File: src/hdl/sge_pkg.sv
package sge_pkg;
   localparam int REG_W = 8;
   localparam int FRAME_BITS = 16;

   // Register numbers carried by the three select bits
   localparam logic [2:0] REG_IN0 = 3'h0;
   localparam logic [2:0] REG_IN1 = 3'h1;
   localparam logic [2:0] REG_OUT0 = 3'h2;
   localparam logic [2:0] REG_OUT1 = 3'h3;
   localparam logic [2:0] REG_INV0 = 3'h4;
   localparam logic [2:0] REG_INV1 = 3'h5;
   localparam logic [2:0] REG_DIR0 = 3'h6;
   localparam logic [2:0] REG_DIR1 = 3'h7;

   localparam logic [7:0] RST_DRIVE = 8'hff;
   localparam logic [7:0] RST_INVERT = 8'h00;
   localparam logic [7:0] RST_DIR = 8'hff;

   // Bit positions within a frame, counted from zero
   localparam logic [3:0] BIT_ADDR_LAST = 4'h2;
   localparam logic [3:0] BIT_DIR = 4'h3;
   localparam logic [3:0] BIT_ZERO = 4'h4;
   localparam logic [3:0] BIT_PIN_SAMPLE = 4'h6;
   localparam logic [3:0] BIT_CMD_LAST = 4'h7;
   localparam logic [3:0] BIT_DATA_LAST = 4'hf;
   localparam logic [2:0] TX_SHIFTS = 3'h7;

   // Timing
   localparam int SYS_CLK_NS = 40;
   localparam int SCLK_PERIOD_NS = 320;
   localparam int SCLK_HALF = (SCLK_PERIOD_NS + 2 * SYS_CLK_NS - 1) / (2 * SYS_CLK_NS);

   // Controller software registers
   localparam logic [1:0] CR_DATA = 2'h0;
   localparam logic [1:0] CR_CMD = 2'h1;
   localparam logic [1:0] CR_STATUS = 2'h2;
   localparam int CMD_GO = 0;
   localparam int CMD_WRITE = 1;
   localparam int CMD_REG_LO = 2;
   localparam int ST_BUSY = 0;
   localparam int ST_DONE = 1;

   typedef enum logic [2:0] {
      CS_IDLE,
      CS_LEAD,
      CS_LOW,
      CS_HIGH,
      CS_TAIL
   } sge_ctrl_state_t;

   function automatic logic [7:0] sge_reset_value(input logic [2:0] idx);
      if (idx == REG_INV0 || idx == REG_INV1) begin
         return RST_INVERT;
      end
      return RST_DRIVE;
   endfunction
endpackage

File: src/hdl/sge_spi_if.sv
`timescale 1ns/10ps
interface sge_spi_if;
   logic sclk;
   logic mosi;
   logic [2:0] cs_n;
   logic miso_o;
   logic miso_oe;
   logic miso;

   // Undriven line reads high, as with a pull-up
   assign miso = miso_oe ? miso_o : 1'b1;

   modport ctrl (
      output sclk,
      output mosi,
      output cs_n,
      input miso
   );

   modport dev (
      input sclk,
      input mosi,
      input cs_n,
      output miso_o,
      output miso_oe
   );
endinterface

File: src/hdl/sge_dev.sv
`timescale 1ns/10ps
// Summary of operation
// MOSI bits sampled on rising SCLK
// Frame: select bits MSB first, direction, zero, spares
// Direction bit high means register write
// Direction bit low means register read
// Bit after direction zero; three spares ignored
// Write data applied on following falling edge
// Act only when all three selects low
// Back-to-back frames accepted under held select
// MISO released except while returning read data
// Read: drive after fall, shift on falls
// Port pins latched third rise after direction
// Select bits decode eight registers zero to seven
// Writes to registers 0 and 1 ignored
// Input registers return live pin levels
// Output registers set driven pin level
// Reset sets output, direction registers all ones
// Polarity registers invert input reads, reset zero
// Polarity affects only input read-back
// Direction bit one input, zero drives
// Registers 2 to 7 read held value
// Register behaviour independent of host framing
// Deselect restarts the bit counter
// Driven pins still readable through input registers
module sge_dev (
   // Clock and reset
   input wire logic sys_clk,
   input wire logic rstn,
   input wire logic hard_reset_n,
   // Link
   sge_spi_if.dev spi,
   // Port 0 pins
   input wire logic [7:0] port0_pin_i,
   output logic [7:0] port0_pin_o,
   output logic [7:0] port0_pin_oe,
   // Port 1 pins
   input wire logic [7:0] port1_pin_i,
   output logic [7:0] port1_pin_o,
   output logic [7:0] port1_pin_oe
);
   logic [2:0] sclk_q;
   logic [1:0] mosi_q;
   logic [2:0] cs_q0;
   logic [2:0] cs_q1;
   logic [1:0] hr_q;
   logic [7:0] pin0_q0;
   logic [7:0] pin0_q1;
   logic [7:0] pin1_q0;
   logic [7:0] pin1_q1;
   logic [3:0] bit_cnt_r;
   logic [6:0] sr_r;
   logic [2:0] addr_r;
   logic wr_r;
   logic bad_r;
   logic [7:0] pin0_lat_r;
   logic [7:0] pin1_lat_r;
   logic rd_arm_r;
   logic [6:0] tx_r;
   logic [2:0] tx_cnt_r;
   logic miso_o_r;
   logic miso_oe_r;
   logic wr_pend_r;
   logic [7:0] wdata_r;
   logic [7:0] reg_r [2:7];
   logic [7:0] oe0_r;
   logic [7:0] oe1_r;

   wire sclk_s = sclk_q[1];
   wire mosi_s = mosi_q[1];
   wire sel = !(|cs_q1);
   wire hr_low = !hr_q[1];
   wire rise = sel && sclk_s && !sclk_q[2];
   wire fall = sel && !sclk_s && sclk_q[2];
   wire [7:0] shifted = {sr_r, mosi_s};
   wire in_reg = addr_r == sge_pkg::REG_IN0 || addr_r == sge_pkg::REG_IN1;
   // Only the read-back path sees the inversion
   wire [7:0] in0_val = pin0_lat_r ^ reg_r[sge_pkg::REG_INV0];
   wire [7:0] in1_val = pin1_lat_r ^ reg_r[sge_pkg::REG_INV1];
   // Index into reg_r is taken only for numbers two and up
   wire [7:0] rd_val = addr_r == sge_pkg::REG_IN0 ? in0_val :
                       addr_r == sge_pkg::REG_IN1 ? in1_val :
                       reg_r[addr_r];
   wire cmd_done = rise && bit_cnt_r == sge_pkg::BIT_CMD_LAST;
   wire data_done = rise && bit_cnt_r == sge_pkg::BIT_DATA_LAST;
   wire wr_apply = fall && wr_pend_r;

   assign spi.miso_o = miso_o_r;
   assign spi.miso_oe = miso_oe_r;
   assign port0_pin_o = reg_r[sge_pkg::REG_OUT0];
   assign port1_pin_o = reg_r[sge_pkg::REG_OUT1];
   assign port0_pin_oe = oe0_r;
   assign port1_pin_oe = oe1_r;

   always_ff @(posedge sys_clk or negedge rstn) begin
      if (!rstn) begin
         sclk_q <= 3'h0;
         mosi_q <= 2'h0;
         cs_q0 <= 3'h7;
         cs_q1 <= 3'h7;
         hr_q <= 2'h0;
         pin0_q0 <= 8'h00;
         pin0_q1 <= 8'h00;
         pin1_q0 <= 8'h00;
         pin1_q1 <= 8'h00;
      end else begin
         sclk_q <= {sclk_q[1:0], spi.sclk};
         mosi_q <= {mosi_q[0], spi.mosi};
         cs_q0 <= spi.cs_n;
         cs_q1 <= cs_q0;
         hr_q <= {hr_q[0], hard_reset_n};
         pin0_q0 <= port0_pin_i;
         pin0_q1 <= pin0_q0;
         pin1_q0 <= port1_pin_i;
         pin1_q1 <= pin1_q0;
      end
   end

   // Receive side: command decode and write capture
   always_ff @(posedge sys_clk or negedge rstn) begin
      if (!rstn) begin
         bit_cnt_r <= 4'h0;
         sr_r <= 7'h00;
         addr_r <= 3'h0;
         wr_r <= 1'b0;
         bad_r <= 1'b0;
         pin0_lat_r <= 8'h00;
         pin1_lat_r <= 8'h00;
         wr_pend_r <= 1'b0;
         wdata_r <= 8'h00;
      end else if (hr_low || !sel) begin
         bit_cnt_r <= 4'h0;
         bad_r <= 1'b0;
         wr_pend_r <= 1'b0;
      end else begin
         if (rise) begin
            sr_r <= shifted[6:0];
            bit_cnt_r <= bit_cnt_r + 4'h1;
            if (bit_cnt_r == sge_pkg::BIT_ADDR_LAST) begin
               addr_r <= shifted[2:0];
            end
            if (bit_cnt_r == sge_pkg::BIT_DIR) begin
               wr_r <= mosi_s;
            end
            // A set zero bit spoils the frame until the next deselect
            if (bit_cnt_r == sge_pkg::BIT_ZERO && mosi_s) begin
               bad_r <= 1'b1;
            end
            if (bit_cnt_r == sge_pkg::BIT_PIN_SAMPLE) begin
               pin0_lat_r <= pin0_q1;
               pin1_lat_r <= pin1_q1;
            end
         end
         if (data_done && wr_r && !bad_r && !in_reg) begin
            wr_pend_r <= 1'b1;
            wdata_r <= shifted;
         end else if (wr_apply) begin
            wr_pend_r <= 1'b0;
         end
      end
   end

   // Transmit side: read data on falling edges
   always_ff @(posedge sys_clk or negedge rstn) begin
      if (!rstn) begin
         rd_arm_r <= 1'b0;
         tx_r <= 7'h00;
         tx_cnt_r <= 3'h0;
         miso_o_r <= 1'b0;
         miso_oe_r <= 1'b0;
      end else if (hr_low || !sel) begin
         rd_arm_r <= 1'b0;
         miso_oe_r <= 1'b0;
      end else begin
         if (cmd_done && !wr_r && !bad_r && !shifted[3]) begin
            rd_arm_r <= 1'b1;
         end else if (fall && rd_arm_r) begin
            rd_arm_r <= 1'b0;
            miso_oe_r <= 1'b1;
            miso_o_r <= rd_val[7];
            tx_r <= rd_val[6:0];
            tx_cnt_r <= sge_pkg::TX_SHIFTS;
         end else if (fall && miso_oe_r) begin
            if (tx_cnt_r != 3'h0) begin
               miso_o_r <= tx_r[6];
               tx_r <= {tx_r[5:0], 1'b0};
               tx_cnt_r <= tx_cnt_r - 3'h1;
            end else begin
               miso_oe_r <= 1'b0;
            end
         end
      end
   end

   // Register file; written by the serial front end, reloaded by reset and hard reset
   generate
      for (genvar i = 2; i < 8; i++) begin : g_reg
         always_ff @(posedge sys_clk or negedge rstn) begin
            if (!rstn) begin
               reg_r[i] <= sge_pkg::sge_reset_value(3'(i));
            end else if (hr_low) begin
               reg_r[i] <= sge_pkg::sge_reset_value(3'(i));
            end else if (wr_apply && addr_r == 3'(i)) begin
               reg_r[i] <= wdata_r;
            end
         end
      end
   endgenerate

   always_ff @(posedge sys_clk or negedge rstn) begin
      if (!rstn) begin
         oe0_r <= 8'h00;
         oe1_r <= 8'h00;
      end else begin
         oe0_r <= ~reg_r[sge_pkg::REG_DIR0];
         oe1_r <= ~reg_r[sge_pkg::REG_DIR1];
      end
   end
endmodule

File: src/flat_wrapper.sv
// flat-port wrapper written by rule: the top's interface ports become plain ports
module sge_dev_flat 
  (sys_clk, rstn, hard_reset_n, port0_pin_i, port0_pin_o, port0_pin_oe, port1_pin_i, port1_pin_o, port1_pin_oe, spi_sclk, spi_mosi, spi_cs_n, spi_miso_o, spi_miso_oe);
  sge_spi_if spi_i ();
  input wire logic sys_clk;
  input wire logic rstn;
  input wire logic hard_reset_n;
  input wire logic [7:0] port0_pin_i;
  output logic [7:0] port0_pin_o;
  output logic [7:0] port0_pin_oe;
  input wire logic [7:0] port1_pin_i;
  output logic [7:0] port1_pin_o;
  output logic [7:0] port1_pin_oe;
  input wire logic [$bits(spi_i.sclk)-1:0] spi_sclk;
  input wire logic [$bits(spi_i.mosi)-1:0] spi_mosi;
  input wire logic [$bits(spi_i.cs_n)-1:0] spi_cs_n;
  output wire logic [$bits(spi_i.miso_o)-1:0] spi_miso_o;
  output wire logic [$bits(spi_i.miso_oe)-1:0] spi_miso_oe;
  assign spi_i.sclk = spi_sclk;
  assign spi_i.mosi = spi_mosi;
  assign spi_i.cs_n = spi_cs_n;
  assign spi_miso_o = spi_i.miso_o;
  assign spi_miso_oe = spi_i.miso_oe;
  sge_dev u_core (.sys_clk(sys_clk), .rstn(rstn), .hard_reset_n(hard_reset_n), .spi(spi_i), .port0_pin_i(port0_pin_i), .port0_pin_o(port0_pin_o), .port0_pin_oe(port0_pin_oe), .port1_pin_i(port1_pin_i), .port1_pin_o(port1_pin_o), .port1_pin_oe(port1_pin_oe));
endmodule
File: config.mk
export PLATFORM = sky130hd
export DESIGN_NAME = sge_dev_flat
export DESIGN_NICKNAME = d
export VERILOG_FILES = /design/src/hdl/sge_pkg.sv /design/src/hdl/sge_spi_if.sv /design/src/hdl/sge_dev.sv /design/src/flat_wrapper.sv
export SDC_FILE = /design/constraint.sdc
export NUM_CORES = 1
export LEC_CHECK = 0
export BUFFER_PORTS_ARGS = -buffer_cell sky130_fd_sc_hd__buf_2
export CAP_MARGIN = 10
export CORE_ASPECT_RATIO = 1.75
export CORE_MARGIN = 1.5
export CORE_UTILIZATION = 64
export DETAILED_ROUTE_END_ITERATION = 8
export HOLD_SLACK_MARGIN = 0.1
export PLACE_DENSITY = 0.85
export SLEW_MARGIN = 25
export SYNTH_ARGS = -nofsm -noshare
export SYNTH_HDL_FRONTEND = slang
export SYNTH_SLANG_ARGS = --single-unit
File: constraint.sdc
create_clock -name sys_clk -period 6.91 [get_ports sys_clk]
set_clock_uncertainty 0.05 [all_clocks]
set_input_delay 0.3455 -clock sys_clk [delete_from_list [all_inputs] [get_ports sys_clk]]
set_output_delay 0.3455 -clock sys_clk [all_outputs]
set_load 0.02 [all_outputs]
* Word level (Yosys, flattened, before mapping) *
Cells that the tools add are included.

word-level totals
  register bits = 163
  input port bits = 24
  output and inout bits = 34
  word-level logic and storage cells = 154

operators by class
  add/subtract/negate cells = 2
  order comparisons = 1
  equality and inequality tests = 21
  muxes and demuxes = 42
  bitwise operators = 7
  reduce and logical (&&, ||, !) cells = 50

operator list
  operator                                                               count
  8-bit 2-to-1 mux                                                       16
  8-bit binary-select mux with 3-bit select                              1
  1-bit logical AND                                                      22
  7-bit 2-to-1 mux                                                       3
  1-bit 2-to-1 mux                                                       17
  8-bit inverter                                                         2
  8-bit bitwise XOR                                                      2
  3-bit equality test, second input constant                             4
  4-bit by 3-bit equality test with 1-bit output, second input constant  3
  2-bit inequality test, second input constant                           6
  3-bit AND reduction                                                    4
  3-bit nonzero test                                                     4
  3-bit 2-to-1 mux                                                       3
  4-bit by 2-bit equality test with 1-bit output, second input constant  2
  1-bit zero test                                                        8
  4-bit 2-to-1 mux                                                       2
  2-bit nonzero test                                                     4
  3-bit by 2-bit equality test with 1-bit output, second input constant  2
  2-bit AND reduction                                                    3
  4-bit by 1-bit adder with 4-bit output, second input constant          1
  4-bit equality test, second input constant                             1
  4-bit >= comparator, second input constant                             1
  3-bit inverter with 4-bit output                                       1
  4-bit AND reduction                                                    1
  other kinds (8)                                                        10

* Logic depth before layout (Yosys ltp) *
Gate-level depths: netlist of the first run.

  depth in word-level cells = 10
  gate-level depth with buffers = 7

* Worst setup path after synthesis of the first run *
Ideal clock, no wire load.

  path kind = reg2reg
  start point = reg u_core.cs_q1[2]
  end point = reg u_core.addr_r[0]
  setup time = 125 ps
  arrival time = 2,008 ps
  data required time = 6,735 ps
  path slack = 4,727 ps
  cell stages (with the launch flop) = 7
  buffers on the path = 2
  clock period less this slack = 2,183 ps
  cells stage by stage = dfstp_2 or4b_1 buf_2 or2_1 buf_2 nor4b_4 mux2_2

on the way
  longest elaborated chain between the ends = 5

RTL lines
  element                            line            RTL
  start: declaration                 sge_dev.sv:45   logic [2:0] cs_q1;
  start signal: assignment           sge_dev.sv:110  cs_q1 <= cs_q0;
  3-bit OR reduction (*)             sge_dev.sv:71   wire sel = !(|cs_q1);
  1-bit zero test                    sge_dev.sv:71
  1-bit logical AND (2 in series)    sge_dev.sv:73   wire rise = sel && sclk_s && !sclk_q[2];
  3-bit AND reduction (no line) (*)  --
  end signal: assignment             sge_dev.sv:140  addr_r <= shifted[2:0];
  end: declaration                   sge_dev.sv:53   logic [2:0] addr_r;

Mark *: on every way between the ends. The rest lies on a longest branch, timed or not.
A chain may end at the register's enable or synchronous reset.

* Final worst setup path of the first run *
  start point = reg u_core.addr_r[1]
  end point = reg u_core.reg_r (netlist bit u_core.port1_pin_o[7])

on the way
  longest elaborated chain between the ends = 3

RTL lines
  element                                         line            RTL
  3-bit by 2-bit equality test with 1-bit output  sge_dev.sv:203  end else if (wr_apply && addr_r == 3'(i)) begin
  1-bit logical AND                               sge_dev.sv:203
  2-bit inequality test (no line)                 --
  end signal: indexed assignment                  sge_dev.sv:200  reg_r[i] <= sge_pkg::sge_reset_value(3'(i));
  end signal: indexed assignment                  sge_dev.sv:202  reg_r[i] <= sge_pkg::sge_reset_value(3'(i));
  end signal: indexed assignment                  sge_dev.sv:204  reg_r[i] <= wdata_r;
  end: declaration                                sge_dev.sv:65   logic [7:0] reg_r [2:7];

Every way passes these cells.

==> results of run 1 <==
[state kept, by name, summed over array words and instances, names as in the netlist, 4 cells and up]
| register | count |
|---|---|
| u_core.tx_r | 7 |
| u_core.sr_r | 7 |
| u_core.pin1_lat_r | 8 |
| u_core.port1_pin_o | 8 |
| u_core.bit_cnt_r | 4 |
| u_core.pin0_q0 | 8 |
| u_core.pin1_q1 | 8 |
| u_core.pin0_q1 | 8 |
| u_core.port0_pin_o | 8 |
| u_core.reg_r | 32 |
| u_core.wdata_r | 8 |
| u_core.pin0_lat_r | 8 |
| u_core.pin1_q0 | 8 |
| u_core.port1_pin_oe | 8 |
| u_core.port0_pin_oe | 8 |
[worst max-delay path, stage by stage, from the launching register on]
cell	delay [ns]
dfrtp_1	0.76
nand2b_1	0.33
or4_1	0.90
or2_0	0.52
a21o_1	0.26
[layer usage]
layer / vias up / wire, um / track usage (%) / part of all wire [%]
li1: 1982 / - / - / -
met1: 2263 / 5230 / 34.4 / 35
met2: 247 / 7660 / 47.5 / 52
met3: 80 / 950 / 7.96 / 6.4
met4: 0 / 1010 / 18.8 / 6.8
met5: - / 0 / 0 / 0
[cell families (layout without fill, tap and decap cells)]
logic type,Yosys count,in the layout,synth area share (%)
mux,48,48,9.01
xor+xnor,18,18,2.35
flops,163,163,61.4
fa+ha+maj,5,5,0.931
buf+inv,72,138,5.31
compound gates,126,126,13.2
simple gates,99,99,7.75
[repair_timing]
item | in CTS | in global routing
setup buffers | 0 | 0
hold buffers | 23 | 0
hold endpoints to repair | 94 | 0
[power groups by stage]
stage	Clock (mW)	Combinational (mW)	Sequential (mW)
after floorplan	0	0.0119	0.994
after detailed placement	0	0.0407	0.997
after global placement	0	0.0388	0.996
after global routing	0.990	0.0563	0.981
after CTS	0.949	0.0510	0.980
final	0.943	0.0497	0.980
[per-stage QoR]
| stage | hold slack (ns) | area, um^2 | power [mW] | utilization, % | cells |
|---|---|---|---|---|---|
| finish | 0.298 | 7740 | 1.97 | 75.6 | 724 |
| global route | 0.305 | 7740 | 2.03 | 75.6 | 724 |
| CTS | 0.299 | 7740 | 1.98 | 75.6 | 724 |
| detailed placement | 0.285 | 6920 | 1.04 | 67.6 | 669 |
| global placement | 0.283 | 6920 | 1.03 | 67.6 | 669 |
| floorplan | -0.0000911 | 6720 | 1.01 | - | 531 |
[layout by cell type (no fill, tap or decap), drive strengths merged, types with 11 or more instances in the layout]
cell type    synthesis  routed
o211ai              18      18
o21ai               33      33
a21o                17      17
a22o                16      16
dfrtp              125     125
buf                 29      60
inv                 23      29
dlygate4sd3          0      23
nor2                17      17
mux2                30      30
clkbuf              20      17
xnor2               15      15
nand2               46      46
mux2i               11      11
dfstp               38      38
[layout make-up]
cell class | count | area share (%)
well taps | 127 | 2.05
clock inverters | 15 | 2.18
multi-input cells | 296 | 28.9
clock buffers | 17 | 5.49
repair buffers | 83 | 7.03
flip-flops and latches | 163 | 53.3
inverters | 23 | 1.11
[final timing paths]
path / start / end / cells past startpoint
setup / recovery: u_core.addr_r[1]$_DFFE_PN0P_ / u_core.port1_pin_o[7]$_DFFE_PN1P_ / 4
hold / removal: u_core.pin1_q0[3]$_DFF_PN0_ / u_core.pin1_q1[3]$_DFF_PN0_ / 0
setup reg to reg: u_core.addr_r[1]$_DFFE_PN0P_ / u_core.port1_pin_o[7]$_DFFE_PN1P_ / 4
hold reg to reg: u_core.pin1_q0[3]$_DFF_PN0_ / u_core.pin1_q1[3]$_DFF_PN0_ / 0
max in group asynchronous: rstn / u_core.pin0_q1[7]$_DFF_PN0_ / 3
min in group asynchronous: rstn / u_core.port1_pin_oe[6]$_DFF_PN0_ / 2
==> impl_metrics.json, run 1 <==
{
  "status": "completed",
  "viasPerCell": 6.31,
  "grt_pass1_vias": 4796,
  "cts_sinks": 163,
  "gp_congestion": 0.955,
  "die-area_um2": 11100,
  "max_slew_margin_pct": 32.4,
  "cp.arrival_ns": 3.21,
  "synth.yosys.seq_area_share_pct": 61.4,
  "die_y_um": 139,
  "synth-edff-count": 0,
  "cp-start-kind": "flop",
  "ant_nets": 0,
  "yosysTopAreaCellShare_pct": 46.6,
  "drc": 0,
  "synth.net_count": 560,
  "cts_made_buffers": 17,
  "power_density_nw_per_um2": 255,
  "p_leak_nw": 3.56,
  "clockBufferDepth": 2,
  "hold_viol_final": 0,
  "ys_ff_latch": 163,
  "tns_ns": 0,
  "drv_slew": 0,
  "clock-root-buffer": "clkbuf_16",
  "nets": 613,
  "hp-class": "reg -> reg",
  "cts_tree": "done",
  "ir_worst_vdd_mv": 0.232,
  "yosysMostFrequentCell": "dfrtp_1",
  "diodes": 0,
  "clk_latency_ns": 0.43,
  "coreArea_um2": 10200,
  "num_io_pins": 58,
  "syn_inst": 531,
  "seq_power_share_pct": 49.7,
  "drt_pass1_iterations": 6,
  "drive_above_1_share_pct": 29.0,
  "path_class": "reg -> reg",
  "yosys-top-cells-count": "dfrtp_1, nand2_1, dfstp_2, o21ai_0, mux2_2",
  "syn_to_final_growth_pct": 15.3,
  "grt_start_max_net_pins": 103,
  "grt_usage_pct": 29.6,
  "drv_cap": 0,
  "cp.required_ns": 7.22,
  "multi_input_area_um2": 2230,
  "drt_iter0_markers": 598,
  "rsz0062_at_grt": "false",
  "setup_viol": 0,
  "ys_async_sr_fraction_pct": 100,
  "vias": 4572,
  "clk_pin_slew_worst_paths_ns": 0.06,
  "start_util_pct": 65.6,
  "crit_fanout": 25,
  "grt_overflow": 0,
  "drt_wl_total_um": 14900,
  "synth_area_leaders": "dfrtp_1, dfstp_2, mux2_2",
  "layout_setup_ws_ns": 4.01,
  "finalCriticalPeriod_ns": 2.90,
  "portBuffers": 57,
  "fmax_ghz": 0.345,
  "p_switching_uw": 443,
  "antenna_found_initial": 0,
  "ys_warn_count": 0,
  "netlist_area_um2": 6720,
  "fill_cells": 634,
  "cts.htree.levels": 4,
  "syn_area_per_cell_um2": 12.7,
  "power.internal_mw": 1.53,
  "post-place-ws_ns": 4.06,
  "die_w_um": 80.4,
  "yosysTopAreaCell": "dfrtp_1",
  "synth_cell_type_count": 56,
  "grt_pass1_wl_um": 24400,
  "dp_hpwl_um": 9810,
  "comb_power_share_pct": 2.5,
  "synthFlopType": "dfrtp_1",
  "tightest_slew_ns": 1.01,
  "cts-resized-gates": 0,
  "r2r_slack_ns": 4.01,
  "clockPowerShare_pct": 47.8,
  "routedWlPerCell_um": 20.5,
  "swShare_pct": 22.4,
  "regArea_um2": 4130,
  "period_share_pct": 41.9,
  "row_count": 49,
  "critPathCaptureType": "flop"
}
(Power assumes the default switching activity.)
==> run 2: changes to the inputs <==
--- a/config.mk
+++ b/config.mk
@@ -5,14 +5,15 @@
 export SDC_FILE = /design/constraint.sdc
 export NUM_CORES = 1
 export LEC_CHECK = 0
+export ABC_AREA = 1
 export BUFFER_PORTS_ARGS = -buffer_cell sky130_fd_sc_hd__buf_2
 export CAP_MARGIN = 10
 export CORE_ASPECT_RATIO = 1.75
 export CORE_MARGIN = 1.5
-export CORE_UTILIZATION = 64
+export CORE_UTILIZATION = 59
 export DETAILED_ROUTE_END_ITERATION = 8
 export HOLD_SLACK_MARGIN = 0.1
-export PLACE_DENSITY = 0.85
+export PLACE_DENSITY = 0.79
 export SLEW_MARGIN = 25
 export SYNTH_ARGS = -nofsm -noshare
 export SYNTH_HDL_FRONTEND = slang
==> constraint.sdc (replaced) <==
create_clock -name sys_clk -period 3.05 [get_ports sys_clk]
set_clock_uncertainty 0.05 [all_clocks]
set_input_delay 0.1525 -clock sys_clk [delete_from_list [all_inputs] [get_ports sys_clk]]
set_output_delay 0.1525 -clock sys_clk [all_outputs]
set_load 0.02 [all_outputs]
==> impl_metrics.json, run 2 <==
{
  "status": "completed",
  "synth_area_leaders": "dfrtp_1, dfstp_2, nand2_1",
  "grt_usage_pct": 26.5,
  "critPathCaptureType": "flop",
  "routedWlPerCell_um": 16.3,
  "layout_common_cells": "nand2_1, dfrtp_1, inv_1, o21ai_1, buf_2",
  "dp_hpwl_um": 10600,
  "cp.required_ns": 3.31,
  "min_from": "u_core.pin0_q0[3]$_DFF_PN0_",
  "drt_pass1_iterations": 7,
  "syn_to_final_growth_pct": 16.2,
  "r2r_slack_ns": 1.10,
  "grt_start_max_net_pins": 134,
  "hold_viol_final": 0,
  "largest_reg_flops": 32,
  "power_density_nw_per_um2": 598,
  "use_met1_pct": 29.7,
  "cts_made_buffers": 17,
  "synth-edff-count": 0,
  "cp-start-kind": "flop",
  "rr_endpoint": "u_core.tx_r[4]$_DFFE_PN0P_",
  "min_to": "u_core.pin0_q1[3]$_DFF_PN0_",
  "gr-max-usage-layer": "met2",
  "cts_tree": "done",
  "grt_pass1_wl_um": 23900,
  "dp_cells": 860,
  "drive_above_1_share_pct": 19.4,
  "crit_fanout": 17,
  "met3_usage_pct": 4.48,
  "layout_setup_ws_ns": 1.10,
  "r2r.worst_path.cells": 8,
  "tns_ns": 0,
  "final_util_pct": 70.1,
  "ys_ff_latch": 163,
  "instances_no_fill": 915,
  "drt_wl_total_um": 14900,
  "antenna_found_initial": 0,
  "period_share_pct": 64.0,
  "ir_worst_vdd_mv": 0.541,
  "drv_cap": 0,
  "cts.htree.levels": 4,
  "drv_slew": 0,
  "row_count": 51,
  "path_class": "reg -> reg",
  "coreArea_um2": 11000,
  "clk_pin_slew_worst_paths_ns": 0.06,
  "cp.arrival_ns": 2.21,
  "diodes": 0,
  "clk_latency_ns": 0.42,
  "ys_async_sr_fraction_pct": 100,
  "setup_viol": 0,
  "fmax_ghz": 0.513,
  "drc": 0,
  "max_slew_margin_pct": 37.6,
  "regMostFlops": "u_core.reg_r",
  "synthFlopType": "dfrtp_1",
  "yosysMostFrequentCell": "nand2_1",
  "reg2reg_from": "u_core.cs_q1[2]$_DFF_PN1_",
  "grt_pass1_vias": 4789,
  "nets": 799,
  "min_path_cells": 0,
  "syn_area_per_cell_um2": 9.47,
  "yosys-top-cells-count": "nand2_1, dfrtp_1, inv_1, o21ai_1, nor2_1",
  "hp-class": "reg -> reg",
  "synth.net_count": 732,
  "vias": 4869,
  "portBuffers": 57,
  "drt_iter0_markers": 334,
  "ys_warn_count": 0,
  "ant_nets": 0,
  "clock-root-buffer": "clkbuf_16",
  "yosysTopAreaCellShare_pct": 47.0,
  "clockBufferDepth": 2,
  "fill_cells": 845,
  "gp_congestion": 1.07,
  "synth.yosys.seq_area_share_pct": 62.0,
  "rsz0062_at_grt": "false",
  "start_util_pct": 60.3,
  "post-place-ws_ns": 1.11,
  "p_leak_nw": 3.65,
  "die-area_um2": 12000,
  "viasPerCell": 5.32,
  "syn_inst": 703,
  "die_y_um": 144,
  "power_mw": 4.63,
  "finalCriticalPeriod_ns": 1.95,
  "grt_overflow": 0,
  "final_common_cell": "nand2_1",
  "cts_sinks": 163,
  "synth_cell_type_count": 30,
  "tightest_slew_ns": 0.936,
  "num_io_pins": 58,
  "die_w_um": 83.3,
  "netlist_area_um2": 6660,
  "met2_usage_pct": 46.2,
  "yosysTopAreaCell": "dfrtp_1"
}
run 2: changes by cell type after synthesis, sizes merged, moves of 20 or more:
| cell | change |
|---|---|
| o21ai | +48 |
| nand3 | +30 |
| mux2 | -30 |
| nor2 | +34 |
| a21oi | +20 |
| inv | +61 |
| nand2 | +135 |
run 2: routing by layer:
metal  wire length (um)  up-vias
li1                   -     2347
met1               5550     2313
met2               7720      158
met3                581       51
met4               1040        0
met5                  0        -
run 2: per-stage QoR:
stage          hold slack, ns  area (um^2)
6_report                0.299         7730
5_1_grt                 0.305         7730
4_1_cts                 0.302         7730
3_5_place_dp            0.210         6930
3_3_place_gp            0.209         6930
2_1_floorplan          -0.193         6660
run 2: report_power, final:
group | switching (mW) | internal, mW | total [mW]
clock network | 0.907 | 1.12 | 2.02
logic | 0.186 | 0.0876 | 0.274
registers | 0.0438 | 2.29 | 2.33
total | 1.14 | 3.49 | 4.63
run 2: how the worst max path moves through the flow:
stage | depth (start not counted) | startpoint | slack, ns | end
after floorplan | 7 | u_core.bit_cnt_r[1]$_DFFE_PN0P_ | 1.47 | u_core.wdata_r[6]$_DFFE_PN0P_
after global placement | 8 | u_core.cs_q1[2]$_DFF_PN1_ | 1.12 | u_core.tx_r[4]$_DFFE_PN0P_
after detailed placement | 6 | u_core.addr_r[0]$_DFFE_PN0P_ | 1.11 | u_core.port1_pin_o[5]$_DFFE_PN1P_
after CTS | 7 | u_core.cs_q1[2]$_DFF_PN1_ | 1.10 | u_core.wdata_r[3]$_DFFE_PN0P_
after global routing | 7 | u_core.cs_q1[2]$_DFF_PN1_ | 0.84 | u_core.wdata_r[6]$_DFFE_PN0P_
final | 8 | u_core.cs_q1[2]$_DFF_PN1_ | 1.10 | u_core.tx_r[4]$_DFFE_PN0P_
run 2: area by class of cell:
class / count / area, um^2 / area share (%)
Tap cell: 132 / 165 / 2.14
Clock inverter: 12 / 115 / 1.49
Timing Repair Buffer: 86 / 571 / 7.38
Inverter: 84 / 315 / 4.08
Clock buffer: 20 / 457 / 5.91
Multi-Input combinational cell: 418 / 1980 / 25.7
Sequential cell: 163 / 4130 / 53.4
run 2: cells by family (layout without fill, tap and decap cells):
logic type,count (synthesis),in the layout,share of synthesized area [%]
compound gates,114,114,8.89
simple gates,281,281,17.6
flops,163,163,62.0
xor+xnor,18,18,2.37
fa+ha+maj,5,5,0.940
buf+inv,122,202,8.21
run 2: timing repair:
item	in CTS	in global routing
hold endpoints to repair	115	0
hold buffers	23	0
setup buffers	0	0
resized for setup	0	0
run 2: critical path: stages (launching register included):
cell	delay (ns)
dfstp_2	0.36
nor2_1	0.16
nand2_1	0.10
nor2_2	0.15
nand2_1	0.37
a21oi_1	0.32
nand3_1	0.18
nand2_1	0.10
nand2_1	0.05
